--- config.mk ---
export PLATFORM = sky130hd
export DESIGN_NAME = smr_top
export DESIGN_NICKNAME = d
export VERILOG_FILES = /design/src/inc/smr_pkg.sv /design/src/hdl/smr_top.sv
export VERILOG_INCLUDE_DIRS = /design/src /design/src/inc
export SDC_FILE = /design/constraint.sdc
export NUM_CORES = 1
export LEC_CHECK = 0
export BUFFER_PORTS_ARGS = -buffer_cell sky130_fd_sc_hd__buf_2
export CAP_MARGIN = 20
export CORE_MARGIN = 4
export CORE_UTILIZATION = 49
export DETAILED_ROUTE_END_ITERATION = 10
export GPL_ROUTABILITY_DRIVEN = 1
export PLACE_DENSITY_LB_ADDON = 0.08
export SLEW_MARGIN = 10
export SYNTH_ARGS = -nofsm -noshare
export SYNTH_HDL_FRONTEND = slang
export SYNTH_SLANG_ARGS = --single-unit
--- constraint.sdc ---
create_clock -name aclk -period 3 [get_ports aclk]
set_input_delay 0.3 -clock aclk [delete_from_list [all_inputs] [get_ports aclk]]
set_output_delay 0.3 -clock aclk [all_outputs]
set_load 0.02 [all_outputs]
--- src/inc/smr_regs.svh ---
`ifndef SMR_REGS_SVH
`define SMR_REGS_SVH

// Register indices; the byte address is four times the index
`define SMR_IDX_SUPPLY   3'h1
`define SMR_IDX_MONITOR  3'h2
`define SMR_IDX_STATUS   3'h3
`define SMR_IDX_REVPART  3'h5
// Index field inside a byte address
`define SMR_IDX_LSB      2
`define SMR_IDX_W        3
// Reset values
`define SMR_SUPPLY_RST   8'h74
`define SMR_MONITOR_RST  8'h60
`define SMR_STATUS_RST   8'h00
// Writable bits; reserved bits stay zero
`define SMR_SUPPLY_WMASK  8'h7f
`define SMR_MONITOR_WMASK 8'h7e
// AXI responses
`define SMR_RESP_OKAY    2'h0
`define SMR_RESP_SLVERR  2'h2
// Analog output select code meaning off
`define SMR_AOUT_OFF     3'h0

`endif

--- src/inc/smr_pkg.sv ---
package smr_pkg;

    // Supply control word
    typedef struct packed {
        logic       rsvd7;              // Reserved, reads zero
        logic       ldo20_enable;       // 20 V regulator on
        logic       conv2_enable;       // Second converter on
        logic       clock_out_enable;   // External clock out on
        logic       tx_monitor_enable;  // Trigger pin driven
        logic [2:0] ldo20_current_trim; // Current limit trim
    } smr_supply_t;

    // Monitor control word
    typedef struct packed {
        logic       rsvd7;               // Reserved, reads zero
        logic       ldo20_monitor_mask;  // 1 excludes 20 V rail
        logic       conv2_monitor_mask;  // 1 excludes conv2 rail
        logic       filter_monitor_mask; // 1 excludes filter rail
        logic [2:0] analog_out_select;   // Analog output source
        logic       rsvd0;               // Reserved, reads zero
    } smr_monitor_t;

    // Status word, also the analog status input bundle
    typedef struct packed {
        logic rsvd7;                 // Reserved, reads zero
        logic ldo20_rail;            // 20 V rail above threshold
        logic conv2_rail;            // Conv2 rail above threshold
        logic bus_voltage_good;      // Bus above threshold
        logic filter_rail;           // Filter rail above threshold
        logic xtal_running;          // Crystal running
        logic thermal_warning;       // Thermal warning now
        logic thermal_shutdown_seen; // Earlier thermal shutdown
    } smr_status_t;

    // Analog output sources
    typedef enum logic [2:0] {
        SMR_AOUT_DISABLED = 3'h0,
        SMR_AOUT_BUS_IN   = 3'h1,
        SMR_AOUT_FILTER   = 3'h2,
        SMR_AOUT_LDO20    = 3'h3,
        SMR_AOUT_CONV2    = 3'h4,
        SMR_AOUT_ANALOG   = 3'h5,
        SMR_AOUT_BUS_CUR  = 3'h6,
        SMR_AOUT_TEMP     = 3'h7
    } smr_aout_t;

endpackage : smr_pkg

--- src/hdl/smr_top.sv ---
`timescale 1ns/1ps
`include "smr_regs.svh"
module smr_top
    import smr_pkg::*;
#(
    parameter int        ADDR_W   = 8,     // AXI address width
    parameter logic [2:0] REVISION = 3'h1, // Arbitrary value
    parameter logic [4:0] PART_NUM = 5'h12 // Arbitrary value
) (
    input  logic              aclk,
    input  logic              aresetn,
    input  logic [ADDR_W-1:0] s_axi_awaddr,
    input  logic              s_axi_awvalid,
    output logic              s_axi_awready,
    input  logic [31:0]       s_axi_wdata,
    input  logic [3:0]        s_axi_wstrb,
    input  logic              s_axi_wvalid,
    output logic              s_axi_wready,
    output logic [1:0]        s_axi_bresp,
    output logic              s_axi_bvalid,
    input  logic              s_axi_bready,
    input  logic [ADDR_W-1:0] s_axi_araddr,
    input  logic              s_axi_arvalid,
    output logic              s_axi_arready,
    output logic [31:0]       s_axi_rdata,
    output logic [1:0]        s_axi_rresp,
    output logic              s_axi_rvalid,
    input  logic              s_axi_rready,
    input  smr_status_t       analog_status,
    input  logic              tx_activity,
    input  logic              clock_src,
    output logic              ldo20_on,
    output logic              conv2_on,
    output logic              clock_out_pin,
    output logic              tx_monitor_pin_o,
    output logic              tx_monitor_pin_oe,
    output logic [2:0]        ldo20_current_trim,
    output logic [2:0]        analog_out_select,
    output logic              analog_out_on,
    output logic              power_fail_warning_n
);

    localparam int IW = `SMR_IDX_W; // Index width
    localparam int NMON = 3;        // Masked monitors

    // Refuse an address bus too narrow for the map
    if (ADDR_W < `SMR_IDX_LSB + `SMR_IDX_W) begin : g_chk
        $error("smr_top: ADDR_W too small");
    end

    // Register map decode, shared by both paths
    function automatic logic smr_mapped(input logic [IW-1:0] idx);
        smr_mapped = (idx == `SMR_IDX_SUPPLY) ||
                     (idx == `SMR_IDX_MONITOR) ||
                     (idx == `SMR_IDX_STATUS) ||
                     (idx == `SMR_IDX_REVPART);
    endfunction : smr_mapped

    // Storage
    smr_supply_t   supply_ff;    // Supply control
    smr_monitor_t  monitor_ff;   // Monitor control
    smr_status_t   status_ff;    // Sampled status
    logic          aw_got_ff;    // Write address held
    logic          w_got_ff;     // Write data held
    logic [IW-1:0] waddr_ff;     // Held write index
    logic [7:0]    wdata_ff;     // Held low data byte
    logic          wstrb_ff;     // Held low lane strobe
    logic          awready_ff;
    logic          wready_ff;
    logic          bvalid_ff;
    logic [1:0]    bresp_ff;
    logic          arready_ff;
    logic          rvalid_ff;
    logic [1:0]    rresp_ff;
    logic [7:0]    rdata_ff;     // Low byte; upper bits zero
    logic          ldo20_on_ff;
    logic          conv2_on_ff;
    logic          clk_out_ff;
    logic          trig_o_ff;
    logic          trig_oe_ff;
    logic [2:0]    trim_ff;
    logic [2:0]    aout_sel_ff;
    logic          aout_on_ff;
    logic          warn_n_ff;

    // Combinational helpers
    logic          aw_hs;        // Write address handshake
    logic          w_hs;         // Write data handshake
    logic          ar_hs;        // Read address handshake
    logic          wr_fire;      // Write carried out
    logic [IW-1:0] raddr;        // Read index
    logic [7:0]    nxt_rdata;    // Read mux result
    logic [NMON-1:0] mon_ok;     // Monitor states
    logic [NMON-1:0] mon_mask;   // Monitor masks
    logic [NMON-1:0] mon_pass;   // Ok or excluded

    assign aw_hs   = s_axi_awvalid & awready_ff;
    assign w_hs    = s_axi_wvalid & wready_ff;
    assign ar_hs   = s_axi_arvalid & arready_ff;
    assign wr_fire = aw_got_ff & w_got_ff & ~bvalid_ff;
    assign raddr   = s_axi_araddr[`SMR_IDX_LSB +: IW];

    // Write address capture
    always_ff @(posedge aclk) begin
        if (!aresetn) begin
            aw_got_ff  <= 1'b0;
            waddr_ff   <= '0;
            awready_ff <= 1'b0;
        end else if (aw_hs) begin
            aw_got_ff  <= 1'b1;
            waddr_ff   <= s_axi_awaddr[`SMR_IDX_LSB +: IW];
            awready_ff <= 1'b0;
        end else if (wr_fire) begin
            aw_got_ff  <= 1'b0;
        end else if (!aw_got_ff && !bvalid_ff) begin
            awready_ff <= 1'b1;
        end
    end

    // Write data capture, low byte lane only
    always_ff @(posedge aclk) begin
        if (!aresetn) begin
            w_got_ff  <= 1'b0;
            wdata_ff  <= '0;
            wstrb_ff  <= 1'b0;
            wready_ff <= 1'b0;
        end else if (w_hs) begin
            w_got_ff  <= 1'b1;
            wdata_ff  <= s_axi_wdata[7:0];
            wstrb_ff  <= s_axi_wstrb[0];
            wready_ff <= 1'b0;
        end else if (wr_fire) begin
            w_got_ff  <= 1'b0;
        end else if (!w_got_ff && !bvalid_ff) begin
            wready_ff <= 1'b1;
        end
    end

    // Write response; unmapped index answers SLVERR
    always_ff @(posedge aclk) begin
        if (!aresetn) begin
            bvalid_ff <= 1'b0;
            bresp_ff  <= `SMR_RESP_OKAY;
        end else if (wr_fire) begin
            bvalid_ff <= 1'b1;
            bresp_ff  <= smr_mapped(waddr_ff) ? `SMR_RESP_OKAY
                                              : `SMR_RESP_SLVERR;
        end else if (s_axi_bready) begin
            bvalid_ff <= 1'b0;
        end
    end

    // Supply control register
    always_ff @(posedge aclk) begin
        if (!aresetn) begin
            supply_ff <= `SMR_SUPPLY_RST;
        end else if (wr_fire && wstrb_ff &&
                     waddr_ff == `SMR_IDX_SUPPLY) begin
            supply_ff <= wdata_ff & `SMR_SUPPLY_WMASK;
        end
    end

    // Monitor control register, bits 0 and 7 held at zero
    always_ff @(posedge aclk) begin
        if (!aresetn) begin
            monitor_ff <= `SMR_MONITOR_RST;
        end else if (wr_fire && wstrb_ff &&
                     waddr_ff == `SMR_IDX_MONITOR) begin
            monitor_ff <= wdata_ff & `SMR_MONITOR_WMASK;
        end
    end

    // Status sampling; bus writes never reach it
    always_ff @(posedge aclk) begin
        if (!aresetn) begin
            status_ff <= `SMR_STATUS_RST;
        end else begin
            status_ff       <= analog_status;
            status_ff.rsvd7 <= 1'b0;
        end
    end

    // Read mux
    always_comb begin
        nxt_rdata = 8'h00;
        unique case (raddr)
            `SMR_IDX_SUPPLY:  nxt_rdata = supply_ff;
            `SMR_IDX_MONITOR: nxt_rdata = monitor_ff;
            `SMR_IDX_STATUS:  nxt_rdata = status_ff;
            `SMR_IDX_REVPART: nxt_rdata = {REVISION, PART_NUM};
            default:          nxt_rdata = 8'h00; // Unmapped
        endcase
    end

    // Read channel
    always_ff @(posedge aclk) begin
        if (!aresetn) begin
            arready_ff <= 1'b0;
            rvalid_ff  <= 1'b0;
            rresp_ff   <= `SMR_RESP_OKAY;
            rdata_ff   <= '0;
        end else if (ar_hs) begin
            arready_ff <= 1'b0;
            rvalid_ff  <= 1'b1;
            rdata_ff   <= nxt_rdata;
            rresp_ff   <= smr_mapped(raddr) ? `SMR_RESP_OKAY
                                            : `SMR_RESP_SLVERR;
        end else if (rvalid_ff && s_axi_rready) begin
            rvalid_ff  <= 1'b0;
        end else if (!rvalid_ff) begin
            arready_ff <= 1'b1;
        end
    end

    // Monitor include terms, one per masked rail
    assign mon_ok   = {status_ff.ldo20_rail, status_ff.conv2_rail,
                       status_ff.filter_rail};
    assign mon_mask = {monitor_ff.ldo20_monitor_mask,
                       monitor_ff.conv2_monitor_mask,
                       monitor_ff.filter_monitor_mask};
    for (genvar i = 0; i < NMON; i++) begin : g_mon
        assign mon_pass[i] = mon_ok[i] | mon_mask[i];
    end

    // Power section controls
    always_ff @(posedge aclk) begin
        if (!aresetn) begin
            ldo20_on_ff <= 1'b0;
            conv2_on_ff <= 1'b0;
            trim_ff     <= '0;
        end else begin
            ldo20_on_ff <= supply_ff.ldo20_enable;
            conv2_on_ff <= supply_ff.conv2_enable;
            trim_ff     <= supply_ff.ldo20_current_trim;
        end
    end

    // Clock output gate and trigger pin
    always_ff @(posedge aclk) begin
        if (!aresetn) begin
            clk_out_ff <= 1'b0;
            trig_o_ff  <= 1'b0;
            trig_oe_ff <= 1'b0;
        end else begin
            clk_out_ff <= supply_ff.clock_out_enable & clock_src;
            trig_oe_ff <= supply_ff.tx_monitor_enable;
            trig_o_ff  <= supply_ff.tx_monitor_enable &
                          tx_activity;
        end
    end

    // Analog output select and power-fail warning
    always_ff @(posedge aclk) begin
        if (!aresetn) begin
            aout_sel_ff <= `SMR_AOUT_OFF;
            aout_on_ff  <= 1'b0;
            warn_n_ff   <= 1'b0;
        end else begin
            aout_sel_ff <= monitor_ff.analog_out_select;
            aout_on_ff  <= monitor_ff.analog_out_select !=
                           `SMR_AOUT_OFF;
            warn_n_ff   <= &mon_pass;
        end
    end

    // Output drive
    assign s_axi_awready        = awready_ff;
    assign s_axi_wready         = wready_ff;
    assign s_axi_bvalid         = bvalid_ff;
    assign s_axi_bresp          = bresp_ff;
    assign s_axi_arready        = arready_ff;
    assign s_axi_rvalid         = rvalid_ff;
    assign s_axi_rresp          = rresp_ff;
    assign s_axi_rdata          = {24'h000000, rdata_ff};
    assign ldo20_on             = ldo20_on_ff;
    assign conv2_on             = conv2_on_ff;
    assign clock_out_pin        = clk_out_ff;
    assign tx_monitor_pin_o     = trig_o_ff;
    assign tx_monitor_pin_oe    = trig_oe_ff;
    assign ldo20_current_trim   = trim_ff;
    assign analog_out_select    = aout_sel_ff;
    assign analog_out_on        = aout_on_ff;
    assign power_fail_warning_n = warn_n_ff;
endmodule : smr_top

==> results.md, run 1 <==
* Status: completed
* Critical path destination: monitor_ff[2]
* Area occupied by multi-input gates at 1080 sq um
* Buffers on Ports at 56
* RSZ-0062 raised after global routing: false
* Number of setup buffers added after CTS at 0
* Final Hold Violating Endpoints at 0
* Antenna violations before repair at 0
* Time the worst path needs with I/O delays and setup at 1.38 ns
* I/O pins at 123
* Maximum Capacitance Violations at 0
* Part of the cycle the worst path needs at 46.0%
* Type of the tightest min-delay check: in2reg
* Cell count after synthesis at 261
* Maximum achievable frequency at 0.725 GHz
* Average cell area after synthesis at 9.49 sq um
* Via count of the first global-routing pass at 1621
* Cell Area, Synth at 2480 sq um
* Router iterations before antenna repair at 4
* Pin count of the biggest net entering global routing at 50
* Detailed-route via count at 1763
* Area fraction of the dominant cell type after synthesis at 48.5%
* Count of different cell masters after synthesis at 32
* Routed wirelength normalized by instance count at 11.7 um
* Cell types occupying the most area after synthesis: dfxtp_1 48%, buf_4 8.2%, a21boi_0 5.5%
* Number of synthesis warnings at 0
* Seq/Total Area, Yosys at 48.5%
* Chip Width at 79.1 um
* CP Class: reg2reg
* Clock edge transition at the registers on the reported setup and hold paths at 0.07 ns
* Total negative setup slack at 0 ns
* Count of state elements after synthesis at 60
* Endpoint kind of the worst setup timing path: flop
* Placed cell count at 373
* Later-pin clock latency in the skew report at 0.33 ns
* Critical Path AT at 1.60 ns
* Number of enable flip-flop cells after synthesis at 0
* Layout cells sized above 1 at 26.7%
* Area used by sequential logic in the layout at 1200 sq um
* Cell accounting for the most synthesized area: dfxtp_1
* Worst Setup Start Kind: flop
* End of the worst register-to-register path: monitor_ff[2]
* Depth of the most critical reg-to-reg path at 3
* Worst setup path startpoint: w_got_ff
* Clock sink count at 60
* Post-CTS sizing at 0
* Most used DFF post-synth: dfxtp_1
* Number of non-filler instances in the completed layout at 389
* Signed area change from the synthesized netlist to the final layout at 17.8%
* Hold Crit Depth at 2
* Most common cell in the netlist: dfxtp_1
* Maximum ir drop on the vdd rail at 292 uV
* Clock Skews at 0.00390 ns
* Final Net Count at 386
* Vias per inst at 4.53
* Global-route usage over all layers at 15.6%
* Ranking of synthesized cells by instance count: 60 x dfxtp_1, 36 x nand2_1, 27 x buf_4, 18 x a21boi_0, 16 x nor2b_1
* Total detailed-routing wirelength at 4.57 mm
* Fraction of synthesis flops using an asynchronous set or reset pin at 0%
* Total of endpoints with negative setup slack in the final report at 0
* Antenna diode count at 0
* Number of filler instances in the final layout at 471
* Clock tree from TritonCTS: done
* Worst Path Required at 3.22 ns
* Count of nets left with antenna violations after detail routing at 0
* Residual overflow from global routing at 0
* Highest fanout seen on the critical path at 6
* DPL Wire Length at 3.35 mm
* Setup WS post-layout at 1.62 ns
* Die Span Y at 79.1 um
* Floorplan Core Area at 4820 sq um
* Count of hold-fix buffers inserted at cts at 0
* Post-route worst hold slack at 0.171 ns
* DRT iter0 DRCs at 52
* Power per cell area at 612 nW/um^2
* Number of clock buffers inserted by TritonCTS at 9
* Routability-driven placement congestion ratio at 0.740
* Wire length of the first global-routing pass at 7.44 mm
* Effective utilization at floorplan at 51.4%
* Number of pins with negative max-slew slack in the final report at 0
* Total DRC errors in the routed layout at 0
* Htree depth at 3
* Bufs on Longest Clock Path at 2
* Cell row count at 25
* Slack of the worst reg-to-reg path at 1.62 ns
* Setup slack at placement at 1.61 ns
* Full die area at 6260 sq um
* CTS Root Cell: clkbuf_8
* Reg-to-reg critical path startpoint: w_got_ff
* Total leakage power at 1.38 nW
logic make-up after synthesis:
group	Yosys count	share of synthesized area, %
multiplexers	20	8.43
flip-flops	60	48.5
other	1	0.151
buffers and inverters	49	12.0
AO/OA/AOI/OAI	41	11.8
AND/OR/NAND/NOR	90	19.1
where the power goes:
part	internal [mW]	switching, mW	leakage (nW)
sequential	0.823	0.0206	0.490
combinational	0.0569	0.0972	0.775
clock	0.486	0.302	0.113
total	1.37	0.419	1.38
critical path, stage by stage (launching register included):
cell and delay (ns):
dfxtp_1 0.42, nand3b_4 0.13, or4_4 0.57, mux2i_1 0.15
registers in the layout, summed over array words and instances (netlist names), 3 cells and up:
register            flops
status_ff               4
waddr_ff                3
mon_mask                3
ldo20_current_trim      3
wdata_ff                7
supply_ff               7
monitor_ff              3
mon_ok                  3
analog_out_select       3
rdata_ff                7
through the flow:
| step | instance area (sq um) | power, mW | utilization, % |
|---|---|---|---|
| 6_report | 2920 | 1.79 | 60.6 |
| 5_1_grt | 2920 | 1.87 | 60.6 |
| 4_1_cts | 2920 | 1.81 | 60.6 |
| 3_5_place_dp | 2700 | 1.02 | 56.1 |
| 3_3_place_gp | 2700 | 1.01 | 56.1 |
| 2_1_floorplan | 2570 | 0.996 | - |
layer usage:
| layer | global-route usage [%] | share of wire (%) | wire length [um] | vias up |
|---|---|---|---|---|
| li1 | - | - | - | 929 |
| met5 | 0 | 0 | 0 | - |
| met3 | 3.97 | 6.1 | 278 | 8 |
| met4 | 10.3 | 2.0 | 92 | 0 |
| met2 | 24.4 | 47 | 2160 | 46 |
| met1 | 19.0 | 45 | 2040 | 780 |
worst min path at each step:
stage                           startpoint                    end  slack, ns
final                     analog_status[1]           status_ff[1]       0.17
after global routing      analog_status[4]           status_ff[4]       0.16
after CTS                 analog_status[4]           status_ff[4]       0.16
after detailed placement      supply_ff[1]  ldo20_current_trim[1]       0.44
after global placement         rdata_ff[2]            rdata_ff[2]       0.43
after floorplan               supply_ff[1]  ldo20_current_trim[1]       0.42
area by class of cell:
type	instances	area share, %
timing repair buffer	58	10.1
tap	67	2.87
clock inverter	5	2.57
clock buffer	11	4.85
inverter	10	1.29
sequential	60	41.2
multi-input combinational	178	37.1
layout by cell type (no fill, tap or decap), drive strengths merged, types with 7 or more instances in the layout:
| cell type | n |
|---|---|
| dfxtp | 60 |
| buf | 58 |
| nand2 | 36 |
| conb | 27 |
| a21boi | 19 |
| nor2b | 16 |
| mux2i | 13 |
| nand3 | 12 |
| and2 | 11 |
| clkbuf | 11 |
| inv | 10 |
| o21ai | 8 |
| mux2 | 7 |
(Power assumes the default switching activity.)
==> inputs of run 2 (changes only) <==
--- a/config.mk
+++ b/config.mk
@@ -9,7 +9,7 @@
 export BUFFER_PORTS_ARGS = -buffer_cell sky130_fd_sc_hd__buf_2
 export CAP_MARGIN = 20
 export CORE_MARGIN = 4
-export CORE_UTILIZATION = 49
+export CORE_UTILIZATION = 41
 export DETAILED_ROUTE_END_ITERATION = 10
 export GPL_ROUTABILITY_DRIVEN = 1
 export PLACE_DENSITY_LB_ADDON = 0.08
==> constraint.sdc (replaced) <==
create_clock -name aclk -period 1.2 [get_ports aclk]
set_input_delay 0.12 -clock aclk [delete_from_list [all_inputs] [get_ports aclk]]
set_output_delay 0.12 -clock aclk [all_outputs]
set_load 0.02 [all_outputs]
==> run 2 against run 1 <==
  * First-iteration DRC count shrank 17%
  * Sequential share of layout area shrank 2.2 points
  * Global-route usage fell by 1.9 points
  * Critical path depth is the same
  * Flip-flop and latch count unchanged
  * Cell count up 7.2%
  * The run now ends with setup timing left
  * Via count is 5.0% higher
  * Non-clock buffer count up 21
  * Total power grew 140%
  * Utilization down 8.1 points
==> results.md, run 2 (synthesis results as in run 1) <==
* Status: finished with violations
* Violations in the final reports: setup timing
* Power share of the clock group at 39.8%
* Hold Crit Depth at 2
* Critical Path AT at 1.55 ns
* Number of filler instances in the final layout at 579
* Worst Setup Start Kind: flop
* Maximum ir drop on the vdd rail at 663 uV
* Die Span Y at 85.7 um
* Clock sink count at 60
* Residual overflow from global routing at 0
* Antenna violations before repair at 0
* Clock tree from TritonCTS: done
* Count of nets left with antenna violations after detail routing at 0
* Endpoint kind of the worst setup timing path: flop
* Router iterations before antenna repair at 4
* RSZ-0062 raised after global routing: true
* Full die area at 7350 sq um
* Depth of the most critical reg-to-reg path at 3
* Number of non-filler instances in the completed layout at 417
* Total of endpoints with negative setup slack in the final report at 13
* Signed area change from the synthesized netlist to the final layout at 24.7%
* Cell row count at 28
* Time the worst path needs with I/O delays and setup at 1.33 ns
* Floorplan Core Area at 5890 sq um
* Registers with the most flip-flops: rdata_ff: 7 flops, supply_ff: 7 flops, wdata_ff: 7 flops
* DPL Wire Length at 3.62 mm
* Clock edge transition at the registers on the reported setup and hold paths at 0.06 ns
* Post-route cell area at 3090 sq um
* Antenna diode count at 0
* Total DRC errors in the routed layout at 0
* Maximum achievable frequency at 0.749 GHz
* Routed wirelength normalized by instance count at 11.6 um
* Total leakage power at 1.47 nW
* Effective utilization at floorplan at 42.1%
* Global-route usage over all layers at 13.7%
* Later-pin clock latency in the skew report at 0.33 ns
* CTS Root Cell: clkbuf_8
* Total detailed-routing wirelength at 4.83 mm
* Via count of the first global-routing pass at 1804
* Vias per inst at 4.44
* Number of pins with negative max-slew slack in the final report at 0
* Worst Path Required at 1.42 ns
* Most common library cell in the layout ignoring fill and taps: dfxtp_1
* DRT iter0 DRCs at 43
* Number of clock buffers inserted by TritonCTS at 9
* Clock Skews at 0.00667 ns
* Switch Pwr at 1.03 mW
* Maximum Capacitance Violations at 0
* I/O pins at 123
* Final Hold Violating Endpoints at 0
* Detailed-route via count at 1851
* Power per cell area at 1370 nW/um^2
* Placed cell count at 394
* Layout cells sized above 1 at 29.2%
* CP Class: reg2reg
* Htree depth at 3
* Commonest cells after routing, fill and taps aside: 59 x dfxtp_1, 56 x buf_2, 36 x nand2_1
* Comb power frac at 10.6%
* Buffers on Ports at 56
* Wire length of the first global-routing pass at 7.91 mm
* Part of the cycle the worst path needs at 111%
* Chip Width at 85.7 um
* Routability-driven placement congestion ratio at 0.736
* Total placed instance area at 2830 sq um
* Switching power share of the total at 24.2%
* Highest fanout seen on the critical path at 6
* Internal Dissipation at 3.21 mW
* Setup WS post-layout at -0.135 ns
* Post-route worst hold slack at 0.0382 ns
* Bufs on Longest Clock Path at 2
* Final Net Count at 407
* Pin count of the biggest net entering global routing at 42
* Type of the tightest min-delay check: in2reg
* Part of the total power dissipated in sequential elements at 49.6%
[run 2: changes by cell type in the layout (fill, tap and decap cells not counted), sizes merged]
| cell | before | now |
|---|---|---|
| clkbuf | 11 | 14 |
| bufinv | 2 | 0 |
| buf | 58 | 72 |
| dlygate4sd3 | 0 | 7 |
| clkinv | 3 | 1 |
[run 2: timing repair]
action	CTS	global route
pin swaps	0	1
hold endpoints to repair	7	0
hold buffers	7	0
resized for setup	0	1
setup buffers	0	1
endpoints found under the setup margin	13	14
[run 2: worst max-delay path, cell delays in order, from the launching register on]
cell      delay [ns]
dfxtp_4         0.34
nand3b_4        0.16
or4_4           0.57
mux2i_1         0.15
[run 2: layout make-up]
| type | instances | area [sq um] | share of cell area, % |
|---|---|---|---|
| Multi-Input combinational cell | 178 | 1080 | 35.1 |
| Tap cell | 75 | 93.8 | 3.04 |
| Clock buffer | 14 | 183 | 5.91 |
| Clock inverter | 1 | 5.00 | 0.162 |
| Sequential cell | 60 | 1200 | 39.0 |
| Timing Repair Buffer | 79 | 483 | 15.6 |
| Inverter | 10 | 37.5 | 1.21 |
[run 2: path summary, 6_finish.rpt]
path	start	end	slack, ns
max reg2reg	s_axi_bvalid	mon_mask[0]	-0.13
min reg2reg	s_axi_bresp[1]	s_axi_bresp[1]	0.45
min	clock_src	clock_out_pin	0.04
max	s_axi_bvalid	mon_mask[0]	-0.13
[run 2: metrics by stage]
step / worst slack, ns / TNS, ns / utilization (%) / power (mW)
4_1_cts: -0.149 / -1.22 / 52.4 / 4.30
2_1_floorplan: -0.182 / -1.44 / - / 2.49
3_5_place_dp: -0.130 / -0.992 / 48.0 / 2.58
5_1_grt: -0.181 / -1.72 / 52.5 / 4.44
6_report: -0.135 / -1.08 / 52.5 / 4.23
3_3_place_gp: -0.112 / -0.661 / 48.0 / 2.58
[run 2: power groups by stage]
stage | Sequential (mW) | Combinational (mW) | Clock [mW]
finish | 2.10 | 0.451 | 1.68
global route | 2.11 | 0.501 | 1.83
CTS | 2.10 | 0.453 | 1.74
detailed placement | 2.15 | 0.434 | 0
global placement | 2.14 | 0.434 | 0
floorplan | 2.17 | 0.318 | 0
[run 2: routing by layer]
layer / routed length (um) / global-route usage [%] / vias to the layer above
li1: - / - / 965
met1: 2150 / 16.8 / 816
met2: 2230 / 21.6 / 58
met3: 350 / 4.61 / 12
met4: 104 / 6.76 / 0
met5: 0 / 0 / -
==> inputs of run 3 (changes only) <==
--- a/config.mk
+++ b/config.mk
@@ -10,6 +10,7 @@
 export CAP_MARGIN = 20
 export CORE_MARGIN = 4
 export CORE_UTILIZATION = 41
+export CTS_CLUSTER_DIAMETER = 60
 export DETAILED_ROUTE_END_ITERATION = 10
 export GPL_ROUTABILITY_DRIVEN = 1
 export PLACE_DENSITY_LB_ADDON = 0.08
==> constraint.sdc (replaced) <==
create_clock -name aclk -period 1.2 [get_ports aclk]
set_input_delay 0.06 -clock aclk [delete_from_list [all_inputs] [get_ports aclk]]
set_output_delay 0.06 -clock aclk [all_outputs]
set_load 0.02 [all_outputs]
==> run 3 against run 2 <==
  * The run still ends with setup timing left
  * Critical path depth stayed put
  * Total power hardly changed
  * Worst setup slack better by 0.016 ns
  * Global-route usage is 1.0 points higher
  * Critical path type unchanged
==> results.md, run 3 (synthesis results as in run 1) <==
* Cell type group with the largest total delay on the critical path: simple AND/OR/NAND/NOR gates
* Registers with the most flip-flops: rdata_ff: 7 flops, supply_ff: 7 flops, wdata_ff: 7 flops
* Worst min-delay path endpoint: wdata_ff[1]
* Commonest cells after routing, fill and taps aside: 59 x dfxtp_1, 56 x buf_2, 36 x nand2_1
* Layout cells sized above 1 at 28.1%
* Clock Skews at 0.00510 ns
* Total of endpoints with negative setup slack in the final report at 13
* Routed wirelength normalized by instance count at 12.0 um
* Slack of the worst reg-to-reg path at -0.12 ns
* Reg-to-reg critical path startpoint: s_axi_bvalid
* Cell-by-cell trace of the critical path: nand3b_4 -> or4_4 -> mux2i_1
* Min-Delay Startpoint: s_axi_wdata[1]
* DRT iter0 DRCs at 46
* Full die area at 7350 sq um
* Count of nets left with antenna violations after detail routing at 0
* Hold Crit Depth at 3
* Later-pin clock latency in the skew report at 0.34 ns
* Total placed instance area at 2820 sq um
* Status: finished with violations
* Highest fanout seen on the critical path at 6
* Vias per inst at 4.53
* Maximum Capacitance Violations at 0
* End of the worst register-to-register path: monitor_ff[1]
* Total detailed-routing wirelength at 5.15 mm
* Critical-path top delay cell: or4_4
* Utilization after layout at 54.6%
* Most common library cell in the layout ignoring fill and taps: dfxtp_1
* CP Class: reg2reg
* Endpoint kind of the worst setup timing path: flop
* Signed area change from the synthesized netlist to the final layout at 29.6%
* Buffering stage count on the worst path with inverters included at 0
* Effective utilization at floorplan at 42.1%
* Violations in the final reports: setup timing
* Number of filler instances in the final layout at 586
* DPL Wire Length at 3.65 mm
* Time the worst path needs with I/O delays and setup at 1.32 ns
* Number of pins with negative max-slew slack in the final report at 0
* Residual overflow from global routing at 0
* Die Span Y at 85.7 um
* Floorplan Core Area at 5890 sq um
* Pin count of the biggest net entering global routing at 45
* Clock tree from TritonCTS: done
* Maximum achievable frequency at 0.758 GHz
* Cell row count at 28
* CTS Root Cell: clkbuf_8
* Setup WS post-layout at -0.119 ns
* Chip Width at 85.7 um
* Design Power at 4.24 mW
* Depth of the most critical reg-to-reg path at 3
* Global-route usage over all layers at 14.8%
* Type of the tightest min-delay check: in2reg
* Via count of the first global-routing pass at 1835
* Post-route cell area at 3210 sq um
* Final Net Count at 420
* Final Hold Violating Endpoints at 0
* Total leakage power at 1.52 nW
* Router iterations before antenna repair at 4
* Wire length of the first global-routing pass at 8.43 mm
* Worst Path Required at 1.42 ns
* RSZ-0062 raised after global routing: true
* Number of clock buffers inserted by TritonCTS at 9
* Power per cell area at 1320 nW/um^2
* Routability-driven placement congestion ratio at 0.738
* Bufs on Longest Clock Path at 2
* Total DRC errors in the routed layout at 0
* Clock sink count at 60
* Critical Path Max Stage Delay at 0.56 ns
* Part of the cycle the worst path needs at 110%
* I/O pins at 123
* Antenna diode count at 0
* Worst Setup Start Kind: flop
* Maximum ir drop on the vdd rail at 638 uV
* Critical Path AT at 1.54 ns
* Htree depth at 3
* Buffers on Ports at 56
* Clock edge transition at the registers on the reported setup and hold paths at 0.07 ns
* Antenna violations before repair at 0
* Detailed-route via count at 1953
## run 3: cell types whose count changed in the layout (fill, tap and decap cells not counted), sizes merged
cell	change
clkinv	+2
clkinvlp	+1
dlygate4sd3	+13
clkbuf	-2
## run 3: where the power goes
part	switching [mW]	internal [mW]	total (mW)
registers	0.0385	2.06	2.09
clock network	0.787	0.865	1.65
logic	0.274	0.217	0.491
total	1.10	3.14	4.24
## run 3: layout make-up
| type | count | area (sq um) | area share, % |
|---|---|---|---|
| Sequential cell | 60 | 1200 | 37.5 |
| Clock buffer | 12 | 156 | 4.87 |
| Multi-Input combinational cell | 178 | 1080 | 33.7 |
| Tap cell | 75 | 93.8 | 2.92 |
| Clock inverter | 4 | 22.5 | 0.701 |
| Timing Repair Buffer | 92 | 613 | 19.1 |
| Inverter | 10 | 37.5 | 1.17 |
## run 3: per-stage QoR
stage          setup WS [ns]  instances  hold WS [ns]  setup TNS [ns]
3_3_place_gp          -0.109        393         0.269          -0.642
2_1_floorplan         -0.182        287         0.187           -1.44
5_1_grt               -0.168        431        0.0150           -1.64
6_report              -0.119        431        0.0139          -0.889
3_5_place_dp          -0.119        393         0.275          -0.938
4_1_cts               -0.135        430       0.00232           -1.10
## run 3: repair_timing
item | in CTS | in global routing
hold buffers | 20 | 0
gates resized for setup | 0 | 1
hold endpoints to repair | 20 | 0
setup endpoints to repair | 13 | 14
pin swaps | 0 | 2
buffers inserted | 1 | 1
## run 3: worst max-delay path by stage
stage,cells past startpoint,endpoint,from,slack (ns)
detailed placement,3,monitor_ff[1],s_axi_bvalid,-0.12
floorplan,4,mon_mask[1],s_axi_bvalid,-0.18
finish,3,monitor_ff[1],s_axi_bvalid,-0.12
global route,3,monitor_ff[1],s_axi_bvalid,-0.17
global placement,3,monitor_ff[1],s_axi_bvalid,-0.11
CTS,3,monitor_ff[1],s_axi_bvalid,-0.13
## run 3: routing by layer
metal | vias to the layer above | routed length [um] | track usage (%)
met5 | - | 0 | 0
met4 | 0 | 76 | 6.91
met3 | 11 | 329 | 5.00
met2 | 53 | 2420 | 23.4
met1 | 894 | 2330 | 18.1
li1 | 995 | - | -
## run 3: worst reg2reg max path, stage by stage, from the launching register on
cell      delay [ns]
dfxtp_4         0.34
nand3b_4        0.16
or4_4           0.56
mux2i_1         0.15
